File: config.mk
export PLATFORM = sky130hd
export DESIGN_NAME = cmp_gateway
export DESIGN_NICKNAME = d
export VERILOG_FILES = /design/src/hw/cmp_emcy_queue.v /design/src/hw/cmp_gateway.v
export VERILOG_INCLUDE_DIRS = /design/src /design/src/hw
export SDC_FILE = /design/constraint.sdc
export NUM_CORES = 2
export LEC_CHECK = 0
export ABC_AREA = 1
export BUFFER_PORTS_ARGS = -buffer_cell sky130_fd_sc_hd__buf_2
export CORE_ASPECT_RATIO = 0.5
export CORE_MARGIN = 4
export CORE_UTILIZATION = 40
export DETAILED_ROUTE_END_ITERATION = 10
export GPL_TIMING_DRIVEN = 0
export PLACE_DENSITY = 0.52
export SLEW_MARGIN = 30
export SYNTH_ARGS = -nofsm -noshare
export SYNTH_HDL_FRONTEND = slang
export SYNTH_SLANG_ARGS = --single-unit
File: constraint.sdc
create_clock -name mclk -period 8.3 [get_ports mclk]
set_input_delay 0 -clock mclk [delete_from_list [all_inputs] [get_ports mclk]]
set_output_delay 0 -clock mclk [all_outputs]
set_load 0.02 [all_outputs]
File: src/hw/cmp_consts.vh
// Notes on behaviour
// - Guarding off per node until entry enables it.
// - Entry holds enable, interval, life time factor.
// - Guard request once per interval in milliseconds.
// - Fail after life-factor consecutive missing answers.
// - Status packed one bit per slave, eight per byte.
// - Bit 0 is node 1, bit 7 node 8.
// - Bit is 1 only when enabled and answering.
// - Status byte at configurable input image position.
// - Queue ten emergencies, only from guarded nodes.
// - Pending counter rises as message is queued.
// - Present message, counter and sender at positions.
// - Control byte: bit7 emcy, bit6 run, bit5 RTR.
// - Emcy toggle pops next; counter down unless zero.
// - Run toggle change sends set-operational command.
// - RTR rising edge requests all receive PDOs.
// - Error byte at configurable input image position.
// - SDO records at configured request/response offsets.
// - Master starts SDO; done when job numbers match.
// - Request: index, sub, cmd, job, node, len, data.
// - Command 1 read, 2 write, else unsupported.
// - Response length is actual length when it fits.
// - Longer received data is cut to requested length.
`ifndef CMP_CONSTS_VH
`define CMP_CONSTS_VH

`define CMP_CLK_PERIOD_PS   8000
`define CMP_MS_PS           1000000000
`define CMP_MS_CYCLES       (`CMP_MS_PS / `CMP_CLK_PERIOD_PS)

`define CMP_REG_STATUS_POS  8'h00
`define CMP_REG_EMCY_CNT    8'h04
`define CMP_REG_EMCY_NODE   8'h08
`define CMP_REG_EMCY_DATA   8'h0c
`define CMP_REG_ERROR_POS   8'h10
`define CMP_REG_CTRL_POS    8'h14
`define CMP_REG_SDO_REQ     8'h18
`define CMP_REG_SDO_RSP     8'h1c
`define CMP_REG_STATE       8'h20
`define CMP_REG_GUARD0      8'h40

`define CMP_GRD_EN_BIT      31
`define CMP_GRD_LIFE_HI     23
`define CMP_GRD_LIFE_LO     16

`define CMP_CTRL_EMCY_BIT   7
`define CMP_CTRL_RUN_BIT    6
`define CMP_CTRL_RTR_BIT    5

`define CMP_SDO_CMD_READ    8'h01
`define CMP_SDO_CMD_WRITE   8'h02
`define CMP_SDO_UNSUPPORTED 8'hff
`define CMP_SDO_HDR_LEN     8'h07

`define CMP_ERR_FAIL_BIT    0
`define CMP_ERR_DROP_BIT    1
`define CMP_ERR_SDO_BIT     2

`endif

File: src/hw/cmp_emcy_queue.v
`timescale 1ns/1ps
module cmp_emcy_queue #(
    parameter DEPTH = 10,
    parameter WIDTH = 71
) (
    input  wire             mclk,
    input  wire             reset_n,
    input  wire             push,
    input  wire [WIDTH-1:0] push_data,
    input  wire             pop,
    output wire [WIDTH-1:0] head,
    output wire             empty,
    output wire             full,
    output reg  [3:0]       count
);
    reg [WIDTH-1:0] slot [0:DEPTH-1];
    reg [3:0]       rd_ptr;
    reg [3:0]       wr_ptr;
    wire            do_push;
    wire            do_pop;

    assign empty   = (count == 4'h0);
    assign full    = (count == DEPTH[3:0]);
    assign head    = slot[rd_ptr];
    // A push into a full queue is dropped whole.
    assign do_push = push && !full;
    assign do_pop  = pop && !empty;

    always @(posedge mclk) begin
        if (do_push) begin
            slot[wr_ptr] <= push_data;
        end
    end

    always @(posedge mclk or negedge reset_n) begin
        if (!reset_n) begin
            rd_ptr <= 4'h0;
            wr_ptr <= 4'h0;
            count  <= 4'h0;
        end else begin
            if (do_push) begin
                wr_ptr <= (wr_ptr == DEPTH[3:0] - 4'h1) ? 4'h0 : wr_ptr + 4'h1;
            end
            if (do_pop) begin
                rd_ptr <= (rd_ptr == DEPTH[3:0] - 4'h1) ? 4'h0 : rd_ptr + 4'h1;
            end
            // Counter rises with the push and falls only when not zero.
            if (do_push && !do_pop) begin
                count <= count + 4'h1;
            end else if (do_pop && !do_push) begin
                count <= count - 4'h1;
            end
        end
    end
endmodule

File: src/hw/cmp_gateway.v
// The address map and register access over Avalon-MM are this design's own decisions.
`timescale 1ns/1ps
`include "cmp_consts.vh"
module cmp_gateway #(
    parameter NODES      = 8,
    parameter MS_CYCLES  = `CMP_MS_CYCLES,
    parameter EMCY_DEPTH = 10,
    parameter SDO_BYTES  = 4
) (
    input  wire        mclk,
    input  wire        reset_n,
    input  wire [7:0]  avs_address,
    input  wire        avs_read,
    input  wire        avs_write,
    input  wire [31:0] avs_writedata,
    output reg  [31:0] avs_readdata,
    output reg         avs_waitrequest,
    input  wire        pb_wr,
    input  wire [7:0]  pb_wr_addr,
    input  wire [7:0]  pb_wdata,
    input  wire [7:0]  pb_rd_addr,
    output reg  [7:0]  pb_rdata,
    input  wire [7:0]  guard_answer,
    output reg  [7:0]  guard_request,
    input  wire        emcy_valid,
    input  wire [6:0]  emcy_node,
    input  wire [63:0] emcy_data,
    output reg         nmt_run_cmd,
    output reg         rtr_request,
    output reg         sdo_start,
    output reg  [15:0] sdo_index,
    output reg  [7:0]  sdo_subindex,
    output reg         sdo_is_write,
    output reg  [6:0]  sdo_node,
    output reg  [31:0] sdo_wdata,
    input  wire        sdo_done,
    input  wire [7:0]  sdo_status,
    input  wire [7:0]  sdo_rx_len,
    input  wire [31:0] sdo_rx_data
);
    reg  [7:0]  status_pos;
    reg  [7:0]  emcy_cnt_pos;
    reg  [7:0]  emcy_node_pos;
    reg  [7:0]  emcy_data_pos;
    reg  [7:0]  error_pos;
    reg  [7:0]  ctrl_pos;
    reg  [7:0]  sdo_request_offset;
    reg  [7:0]  sdo_response_offset;
    reg  [31:0] guard_cfg [0:NODES-1];
    reg  [7:0]  guard_ok;
    reg  [7:0]  guard_failed;
    reg  [2:0]  err_flags;
    reg  [7:0]  ctrl_prev;
    reg  [63:0] emcy_cur_data;
    reg  [6:0]  emcy_cur_node;
    reg  [7:0]  req_byte [0:6];
    reg  [31:0] req_data;
    reg  [7:0]  rsp_status;
    reg  [7:0]  rsp_job;
    reg  [7:0]  rsp_len;
    reg  [31:0] rsp_data;
    reg  [16:0] ms_count;
    reg         ms_tick;
    reg  [31:0] next_readdata;
    reg  [7:0]  next_pb_rdata;
    reg  [7:0]  rel;
    wire        bus_req;
    wire        bus_wr;
    wire [7:0]  status_byte;
    wire [7:0]  error_byte;
    wire [70:0] emcy_head;
    wire [3:0]  emcy_count;
    wire        emcy_full;
    wire        emcy_empty;
    wire        emcy_accept;
    wire        ctrl_wr;
    wire [7:0]  ctrl_chg;
    wire        emcy_pop;
    wire [7:0]  sdo_rel;
    wire        sdo_job_wr;
    wire        sdo_cmd_ok;
    integer     i;

    // One wait cycle on every access; the slave answers at the second edge.
    assign bus_req = avs_read || avs_write;
    assign bus_wr  = avs_write && !avs_waitrequest;

    always @(posedge mclk or negedge reset_n) begin
        if (!reset_n) begin
            avs_waitrequest <= 1'b1;
            avs_readdata    <= 32'h0000_0000;
        end else begin
            avs_waitrequest <= !(bus_req && avs_waitrequest);
            if (avs_read && avs_waitrequest) begin
                avs_readdata <= next_readdata;
            end
        end
    end

    always @* begin
        next_readdata = 32'h0000_0000;
        if (avs_address == `CMP_REG_STATUS_POS) begin
            next_readdata = {24'h00_0000, status_pos};
        end else if (avs_address == `CMP_REG_EMCY_CNT) begin
            next_readdata = {24'h00_0000, emcy_cnt_pos};
        end else if (avs_address == `CMP_REG_EMCY_NODE) begin
            next_readdata = {24'h00_0000, emcy_node_pos};
        end else if (avs_address == `CMP_REG_EMCY_DATA) begin
            next_readdata = {24'h00_0000, emcy_data_pos};
        end else if (avs_address == `CMP_REG_ERROR_POS) begin
            next_readdata = {24'h00_0000, error_pos};
        end else if (avs_address == `CMP_REG_CTRL_POS) begin
            next_readdata = {24'h00_0000, ctrl_pos};
        end else if (avs_address == `CMP_REG_SDO_REQ) begin
            next_readdata = {24'h00_0000, sdo_request_offset};
        end else if (avs_address == `CMP_REG_SDO_RSP) begin
            next_readdata = {24'h00_0000, sdo_response_offset};
        end else if (avs_address == `CMP_REG_STATE) begin
            next_readdata = {12'h000, emcy_count, error_byte, status_byte};
        end else if (avs_address >= `CMP_REG_GUARD0 &&
                     avs_address < `CMP_REG_GUARD0 + 8'h20 &&
                     avs_address[1:0] == 2'b00) begin
            next_readdata = guard_cfg[avs_address[4:2]];
        end
    end

    always @(posedge mclk or negedge reset_n) begin
        if (!reset_n) begin
            status_pos          <= 8'h00;
            emcy_cnt_pos        <= 8'h01;
            emcy_node_pos       <= 8'h02;
            emcy_data_pos       <= 8'h03;
            error_pos           <= 8'h0b;
            ctrl_pos            <= 8'h00;
            sdo_request_offset  <= 8'h08;
            sdo_response_offset <= 8'h0c;
            for (i = 0; i < NODES; i = i + 1) begin
                guard_cfg[i] <= 32'h0000_0000;
            end
        end else if (bus_wr) begin
            if (avs_address == `CMP_REG_STATUS_POS) begin
                status_pos <= avs_writedata[7:0];
            end else if (avs_address == `CMP_REG_EMCY_CNT) begin
                emcy_cnt_pos <= avs_writedata[7:0];
            end else if (avs_address == `CMP_REG_EMCY_NODE) begin
                emcy_node_pos <= avs_writedata[7:0];
            end else if (avs_address == `CMP_REG_EMCY_DATA) begin
                emcy_data_pos <= avs_writedata[7:0];
            end else if (avs_address == `CMP_REG_ERROR_POS) begin
                error_pos <= avs_writedata[7:0];
            end else if (avs_address == `CMP_REG_CTRL_POS) begin
                ctrl_pos <= avs_writedata[7:0];
            end else if (avs_address == `CMP_REG_SDO_REQ) begin
                sdo_request_offset <= avs_writedata[7:0];
            end else if (avs_address == `CMP_REG_SDO_RSP) begin
                sdo_response_offset <= avs_writedata[7:0];
            end else if (avs_address >= `CMP_REG_GUARD0 &&
                         avs_address < `CMP_REG_GUARD0 + 8'h20 &&
                         avs_address[1:0] == 2'b00) begin
                guard_cfg[avs_address[4:2]] <= avs_writedata;
            end
        end
    end

    // Shared millisecond tick keeps the per-node timers narrow.
    always @(posedge mclk or negedge reset_n) begin
        if (!reset_n) begin
            ms_count <= 17'h0_0000;
            ms_tick  <= 1'b0;
        end else begin
            ms_tick <= (ms_count == MS_CYCLES[16:0] - 17'h0_0001);
            if (ms_count == MS_CYCLES[16:0] - 17'h0_0001) begin
                ms_count <= 17'h0_0000;
            end else begin
                ms_count <= ms_count + 17'h0_0001;
            end
        end
    end

    genvar n;
    generate
        for (n = 0; n < NODES; n = n + 1) begin : g_guard
            reg  [15:0] ms_left;
            reg  [7:0]  missed;
            reg         answered;
            wire        enabled;
            wire        due;
            assign enabled = guard_cfg[n][`CMP_GRD_EN_BIT];
            assign due     = enabled && ms_tick && (ms_left <= 16'h0001);
            always @(posedge mclk or negedge reset_n) begin
                if (!reset_n) begin
                    ms_left             <= 16'h0000;
                    missed              <= 8'h00;
                    answered            <= 1'b0;
                    guard_ok[n]         <= 1'b0;
                    guard_failed[n]     <= 1'b0;
                    guard_request[n]    <= 1'b0;
                end else if (!enabled) begin
                    ms_left             <= guard_cfg[n][15:0];
                    missed              <= 8'h00;
                    answered            <= 1'b1;
                    guard_ok[n]         <= 1'b0;
                    guard_failed[n]     <= 1'b0;
                    guard_request[n]    <= 1'b0;
                end else begin
                    guard_request[n] <= due;
                    if (ms_tick) begin
                        ms_left <= due ? guard_cfg[n][15:0]
                                       : ms_left - 16'h0001;
                    end
                    // An answer in the same cycle as a request wins.
                    if (guard_answer[n]) begin
                        answered        <= 1'b1;
                        missed          <= 8'h00;
                        guard_ok[n]     <= 1'b1;
                        guard_failed[n] <= 1'b0;
                    end else if (due) begin
                        answered <= 1'b0;
                        if (!answered) begin
                            missed <= missed + 8'h01;
                            if (missed + 8'h01 >=
                                guard_cfg[n][`CMP_GRD_LIFE_HI:
                                             `CMP_GRD_LIFE_LO]) begin
                                guard_failed[n] <= 1'b1;
                                guard_ok[n]     <= 1'b0;
                            end
                        end
                    end
                end
            end
        end
    endgenerate

    // Bit k carries node k+1.
    assign status_byte = guard_ok & ~guard_failed;
    assign error_byte  = {5'b00000, err_flags};

    assign emcy_accept = emcy_valid && emcy_node != 7'h00 &&
                         emcy_node <= NODES[6:0] &&
                         guard_cfg[emcy_node[2:0] - 3'h1][`CMP_GRD_EN_BIT];

    assign ctrl_wr  = pb_wr && pb_wr_addr == ctrl_pos;
    assign ctrl_chg = ctrl_wr ? (pb_wdata ^ ctrl_prev) : 8'h00;
    assign emcy_pop = ctrl_chg[`CMP_CTRL_EMCY_BIT];

    cmp_emcy_queue #(
        .DEPTH     (EMCY_DEPTH),
        .WIDTH     (71)
    ) u_queue (
        .mclk      (mclk),
        .reset_n   (reset_n),
        .push      (emcy_accept),
        .push_data ({emcy_node, emcy_data}),
        .pop       (emcy_pop),
        .head      (emcy_head),
        .empty     (emcy_empty),
        .full      (emcy_full),
        .count     (emcy_count)
    );

    always @(posedge mclk or negedge reset_n) begin
        if (!reset_n) begin
            ctrl_prev     <= 8'h00;
            emcy_cur_data <= 64'h0;
            emcy_cur_node <= 7'h00;
            nmt_run_cmd   <= 1'b0;
            rtr_request   <= 1'b0;
            err_flags     <= 3'b000;
        end else begin
            if (ctrl_wr) begin
                ctrl_prev <= pb_wdata;
            end
            if (emcy_pop && !emcy_empty) begin
                emcy_cur_data <= emcy_head[63:0];
                emcy_cur_node <= emcy_head[70:64];
            end
            nmt_run_cmd <= ctrl_chg[`CMP_CTRL_RUN_BIT];
            rtr_request <= ctrl_chg[`CMP_CTRL_RTR_BIT] &&
                           pb_wdata[`CMP_CTRL_RTR_BIT];
            err_flags[`CMP_ERR_FAIL_BIT] <= |guard_failed;
            if (emcy_accept && emcy_full) begin
                err_flags[`CMP_ERR_DROP_BIT] <= 1'b1;
            end
            if (sdo_job_wr && !sdo_cmd_ok) begin
                err_flags[`CMP_ERR_SDO_BIT] <= 1'b1;
            end else if (sdo_job_wr) begin
                err_flags[`CMP_ERR_SDO_BIT] <= 1'b0;
            end
        end
    end

    // Writing the job number byte launches the request.
    assign sdo_rel    = pb_wr_addr - sdo_request_offset;
    assign sdo_job_wr = pb_wr && pb_wr_addr >= sdo_request_offset &&
                        sdo_rel == 8'h04;
    assign sdo_cmd_ok = req_byte[3] == `CMP_SDO_CMD_READ ||
                        req_byte[3] == `CMP_SDO_CMD_WRITE;

    always @(posedge mclk or negedge reset_n) begin
        if (!reset_n) begin
            for (i = 0; i < 7; i = i + 1) begin
                req_byte[i] <= 8'h00;
            end
            req_data     <= 32'h0000_0000;
            rsp_status   <= 8'h00;
            rsp_job      <= 8'h00;
            rsp_len      <= 8'h00;
            rsp_data     <= 32'h0000_0000;
            sdo_start    <= 1'b0;
            sdo_index    <= 16'h0000;
            sdo_subindex <= 8'h00;
            sdo_is_write <= 1'b0;
            sdo_node     <= 7'h00;
            sdo_wdata    <= 32'h0000_0000;
        end else begin
            sdo_start <= sdo_job_wr && sdo_cmd_ok;
            if (pb_wr && pb_wr_addr >= sdo_request_offset) begin
                if (sdo_rel < `CMP_SDO_HDR_LEN) begin
                    req_byte[sdo_rel[2:0]] <= pb_wdata;
                end else if (sdo_rel < `CMP_SDO_HDR_LEN + SDO_BYTES[7:0]) begin
                    req_data[{sdo_rel[1:0] + 2'b01, 3'b000} +: 8] <= pb_wdata;
                end
            end
            if (sdo_job_wr) begin
                sdo_index    <= {req_byte[0], req_byte[1]};
                sdo_subindex <= req_byte[2];
                sdo_is_write <= req_byte[3] == `CMP_SDO_CMD_WRITE;
                sdo_node     <= req_byte[5][6:0];
                sdo_wdata    <= req_data;
                if (!sdo_cmd_ok) begin
                    rsp_status <= `CMP_SDO_UNSUPPORTED;
                    rsp_len    <= 8'h00;
                    rsp_data   <= 32'h0000_0000;
                    rsp_job    <= pb_wdata;
                end
            end else if (sdo_done) begin
                rsp_status <= sdo_status;
                rsp_job    <= req_byte[4];
                if (sdo_rx_len <= req_byte[6]) begin
                    rsp_len <= sdo_rx_len;
                end else begin
                    rsp_len <= req_byte[6];
                end
                rsp_data <= sdo_rx_data;
            end
        end
    end

    // Input image read port: the mapped items overlay a zero image.
    always @* begin
        next_pb_rdata = 8'h00;
        rel = pb_rd_addr - sdo_response_offset;
        if (pb_rd_addr == status_pos) begin
            next_pb_rdata = status_byte;
        end else if (pb_rd_addr == error_pos) begin
            next_pb_rdata = error_byte;
        end else if (pb_rd_addr == emcy_cnt_pos) begin
            next_pb_rdata = {4'h0, emcy_count};
        end else if (pb_rd_addr == emcy_node_pos) begin
            next_pb_rdata = {1'b0, emcy_cur_node};
        end else if (pb_rd_addr >= emcy_data_pos &&
                     pb_rd_addr - emcy_data_pos < 8'h08) begin
            rel = pb_rd_addr - emcy_data_pos;
            next_pb_rdata = emcy_cur_data[{rel[2:0], 3'b000} +: 8];
        end else if (pb_rd_addr >= sdo_response_offset) begin
            if (rel == 8'h03) begin
                next_pb_rdata = rsp_status;
            end else if (rel == 8'h04) begin
                next_pb_rdata = rsp_job;
            end else if (rel == 8'h06) begin
                next_pb_rdata = rsp_len;
            end else if (rel < `CMP_SDO_HDR_LEN) begin
                next_pb_rdata = req_byte[rel[2:0]];
            end else if (rel - `CMP_SDO_HDR_LEN < rsp_len &&
                         rel < `CMP_SDO_HDR_LEN + SDO_BYTES[7:0]) begin
                next_pb_rdata = rsp_data[{rel[1:0] + 2'b01, 3'b000} +: 8];
            end
        end
    end

    always @(posedge mclk or negedge reset_n) begin
        if (!reset_n) begin
            pb_rdata <= 8'h00;
        end else begin
            pb_rdata <= next_pb_rdata;
        end
    end
endmodule

==> results.yml <==
status:
  status: "completed"
timing:
  hold_violations: 0
  period_minus_slack_ns: 6.04
  rsz0062_at_grt: "false"
  worst_slack_ns: 2.26
  timing.final.crit_share_pct: 72.7
  tns_ns: 0
  report.final.slew_viol_count: 0
  finClkSkew_ns: 0.0791
  hold_ws_ns: 0.0438
  tightest_slew_ns: 1.07
  slew_headroom_pct: 28.7
  setup_viol: 0
  fmaxAchievable_mhz: 166
synthesis:
  synth_edf_count: 710
  syn_avg_cell_area_sq_um: 9.78
  yosysTopAreaCell: "dfrtp_1"
  syn_nets: 7788
  synth_warnings: 0
  synth_top_cell_area_share_pct: 30.7
  synthArstFlopShare_pct: 56.0
  ys.flop_type: "dfrtp_1"
  synthesis.area_sq_um: 72800
  synthCells: 7444
  ys_types: 63
  synthTopCellsByArea: "dfrtp_1 (31%), edfxtp_1 (29%), nand2_1 (7.9%), o21ai_0 (7.8%), inv_1 (3.1%)"
  yosysSeqAreaShare_pct: 60.3
  ys_seq_elements: 1613
final_layout:
  area_growth_pct: 20.1
  multi_input_area_sq_um: 25200
  finalInstanceArea_sq_um: 87400
  final_cell_count_no_fill: 10900
  n_fill_cell: 17000
  final_util_pct: 48.5
  layout.nets: 8667
  drive_above_1_share_pct: 9.18
  regArea_sq_um: 43900
global_route:
  grt_max_degree: 110
  grt_pass1_vias: 57100
  overflow: 0
  antenna_found_initial: 10
  grt_pass1_wl_mm: 377
  grt_usage_pct: 26.3
route:
  wl_per_cell_microns: 23.4
  dr.pass1.iters: 6
  drt_iter0_markers: 6558
  ant_nets: 0
  num_vias: 59500
  wl_mm: 254
  drc: 0
  drt-vias-per-instance: 5.48
placement:
  globalplace.congestion: 0.948
  placed_area_sq_um: 79000
  hpwl_mm: 182
  portBuffers: 310
  placedCellCount: 10200
  pre_cts_ws_ns: 2.56
hold_path:
  hp-class: "in -> reg"
floorplan:
  core_region_area_sq_um: 180000
  dieWidth_microns: 611
  die_y_microns: 310
  rows: 110
  boundaryPins: 314
  initial_utilization_pct: 40.4
  die_area_sq_um: 189000
worst_setup_path:
  slowest_delay_ns: 0.66
  cp_top_family: "simple AND/OR/NAND/NOR gates"
  worstSetupPathType: "reg -> reg"
  cp-start-kind: "register"
  required_ns: 9.02
  critPathMaxFanout: 10
  crit_slowest_cell: "fa_1"
  path_buf_inv: 7
  critPathMostFrequentCell: "nand2_1"
  cp-end-kind: "register"
  arrival_ns: 6.75
clocking:
  cts_buffer_depth: 4
  cts_max_level: 4
  cts_setup_buffers: 0
  cts_num_sinks: 1613
  clock_latency_ns: 0.86
  cts.reportedPaths.clkPinSlew_ns: 0.07
  numCtsBuffers: 161
  cts_tree: "done"
  cts_root_buffer: "clkbuf_16"
power_and_ir_drop:
  power_mw: 17.8
  ir_worst_vdd_uv: 139
  leakagePower_nw: 36.6
  power.density_nw_per_um2: 204
run:
  cap_violations: 0
==> power breakdown <==
part | leakage [nW] | internal, mW | switching, mW
logic | 15.4 | 0.561 | 1.13
registers | 18.7 | 8.50 | 0.151
clock network | 2.55 | 4.21 | 3.24
total | 36.6 | 13.3 | 4.53
==> worst register-to-register path, delay by kind of cell (launching register included) <==
family          cells  cell delay [ns]
compound gates      2             0.85
flops               1             0.43
simple gates       14             2.23
fa+ha+maj           3             1.14
buf+inv             7             1.16
xor+xnor            1             0.15
==> flip-flops by register name, indices dropped and copies added (netlist names), 56 cells and up <==
| register | flops |
|---|---|
| g_guard.ms_left | 128 |
| guard_cfg | 248 |
| req_byte | 56 |
| emcy_cur_data | 64 |
| g_guard.missed | 64 |
| u_queue.slot | 710 |
==> layout by cell type (no fill, tap or decap), types with 24 or more instances in the layout <==
cell type	count
buf_4	38
o21ai_0	1131
clkbuf_8	29
clkbuf_1	315
dfrtp_1	892
nor3_1	63
clkbuf_16	163
nor2_1	589
buf_16	41
buf_2	352
xnor2_1	24
o2111ai_1	45
nand4_1	42
edfxtp_1	710
a21oi_1	214
nand2_1	1536
xor2_1	94
o31ai_1	52
nand3_1	283
nor4_1	32
o22ai_1	223
a32o_1	42
dlygate4sd3_1	320
a221oi_1	86
inv_1	610
ha_1	142
o211ai_1	38
a22oi_1	30
==> what timing repair did <==
item	4_1_cts	5_1_grt
endpoints found under the hold margin	1627	0
hold buffers	321	0
resized for setup	0	0
endpoints found under the setup margin	0	0
==> final timing paths <==
path | startpoint | end | slack (ns) | cells after the start
worst min register to register | ctrl_prev[5] | rtr_request | 0.43 | 1
worst min-delay path | guard_answer[2] | guard_ok[2] | 0.04 | 3
max in group asynchronous | reset_n | emcy_cur_data[15] | 6.82 | 5
worst max register to register | sdo_response_offset[0] | pb_rdata[7] | 2.26 | 27
worst max-delay path | sdo_response_offset[0] | pb_rdata[7] | 2.26 | 27
min in group asynchronous | reset_n | g_guard[7].ms_left[9] | 0.39 | 4
==> Yosys cell counts (16+ instances only) <==
| cell | count |
|---|---|
| a32o_1 | 42 |
| a21oi_1 | 214 |
| a221oi_1 | 86 |
| o31ai_1 | 52 |
| xor2_1 | 95 |
| edfxtp_1 | 710 |
| o21ai_0 | 1131 |
| o22ai_1 | 223 |
| nor2_1 | 597 |
| nor3_1 | 66 |
| nand3_1 | 283 |
| o2111ai_1 | 45 |
| nand4_1 | 42 |
| xnor2_1 | 24 |
| nor4_1 | 34 |
| dfrtp_1 | 892 |
| buf_1 | 22 |
| or2_2 | 18 |
| buf_2 | 42 |
| inv_1 | 610 |
| o211ai_1 | 38 |
| clkbuf_1 | 295 |
| nand2_1 | 1536 |
| a22oi_1 | 30 |
| a31oi_1 | 16 |
| ha_1 | 142 |
==> cell families (layout without fill, tap and decap cells) <==
group / Yosys count / in the layout / synth area share, %
and+or+nand+nor: 2622 / 2622 / 14.9
other: 0 / 6 / 0
DFF: 1613 / 1613 / 60.3
buffers and inverters: 991 / 1991 / 5.25
xor gates and xnor gates: 120 / 120 / 1.45
AOI/OAI and AO/OA: 1952 / 1952 / 15.5
adders and majority gates: 146 / 146 / 2.55
==> layer usage <==
metal / track usage, % / part of all wire (%) / vias up
met3: 3.74 / 6.3 / 435
li1: - / - / 27600
met4: 8.41 / 3.5 / 2
met2: 41.2 / 45 / 2090
met1: 37.9 / 45 / 29400
met5: 0 / 0.0063 / -
==> layout make-up <==
class	count	area share [%]
diodes	6	0.0172
plain buffers	368	1.72
clock buffers	224	5.26
clock inverters	60	0.678
inverters	623	2.67
multi-input cells	4840	28.8
flip-flops and latches	1613	50.3
well taps	2408	3.45
repair buffers	716	7.19
Power figures use the tool's default switching activity.
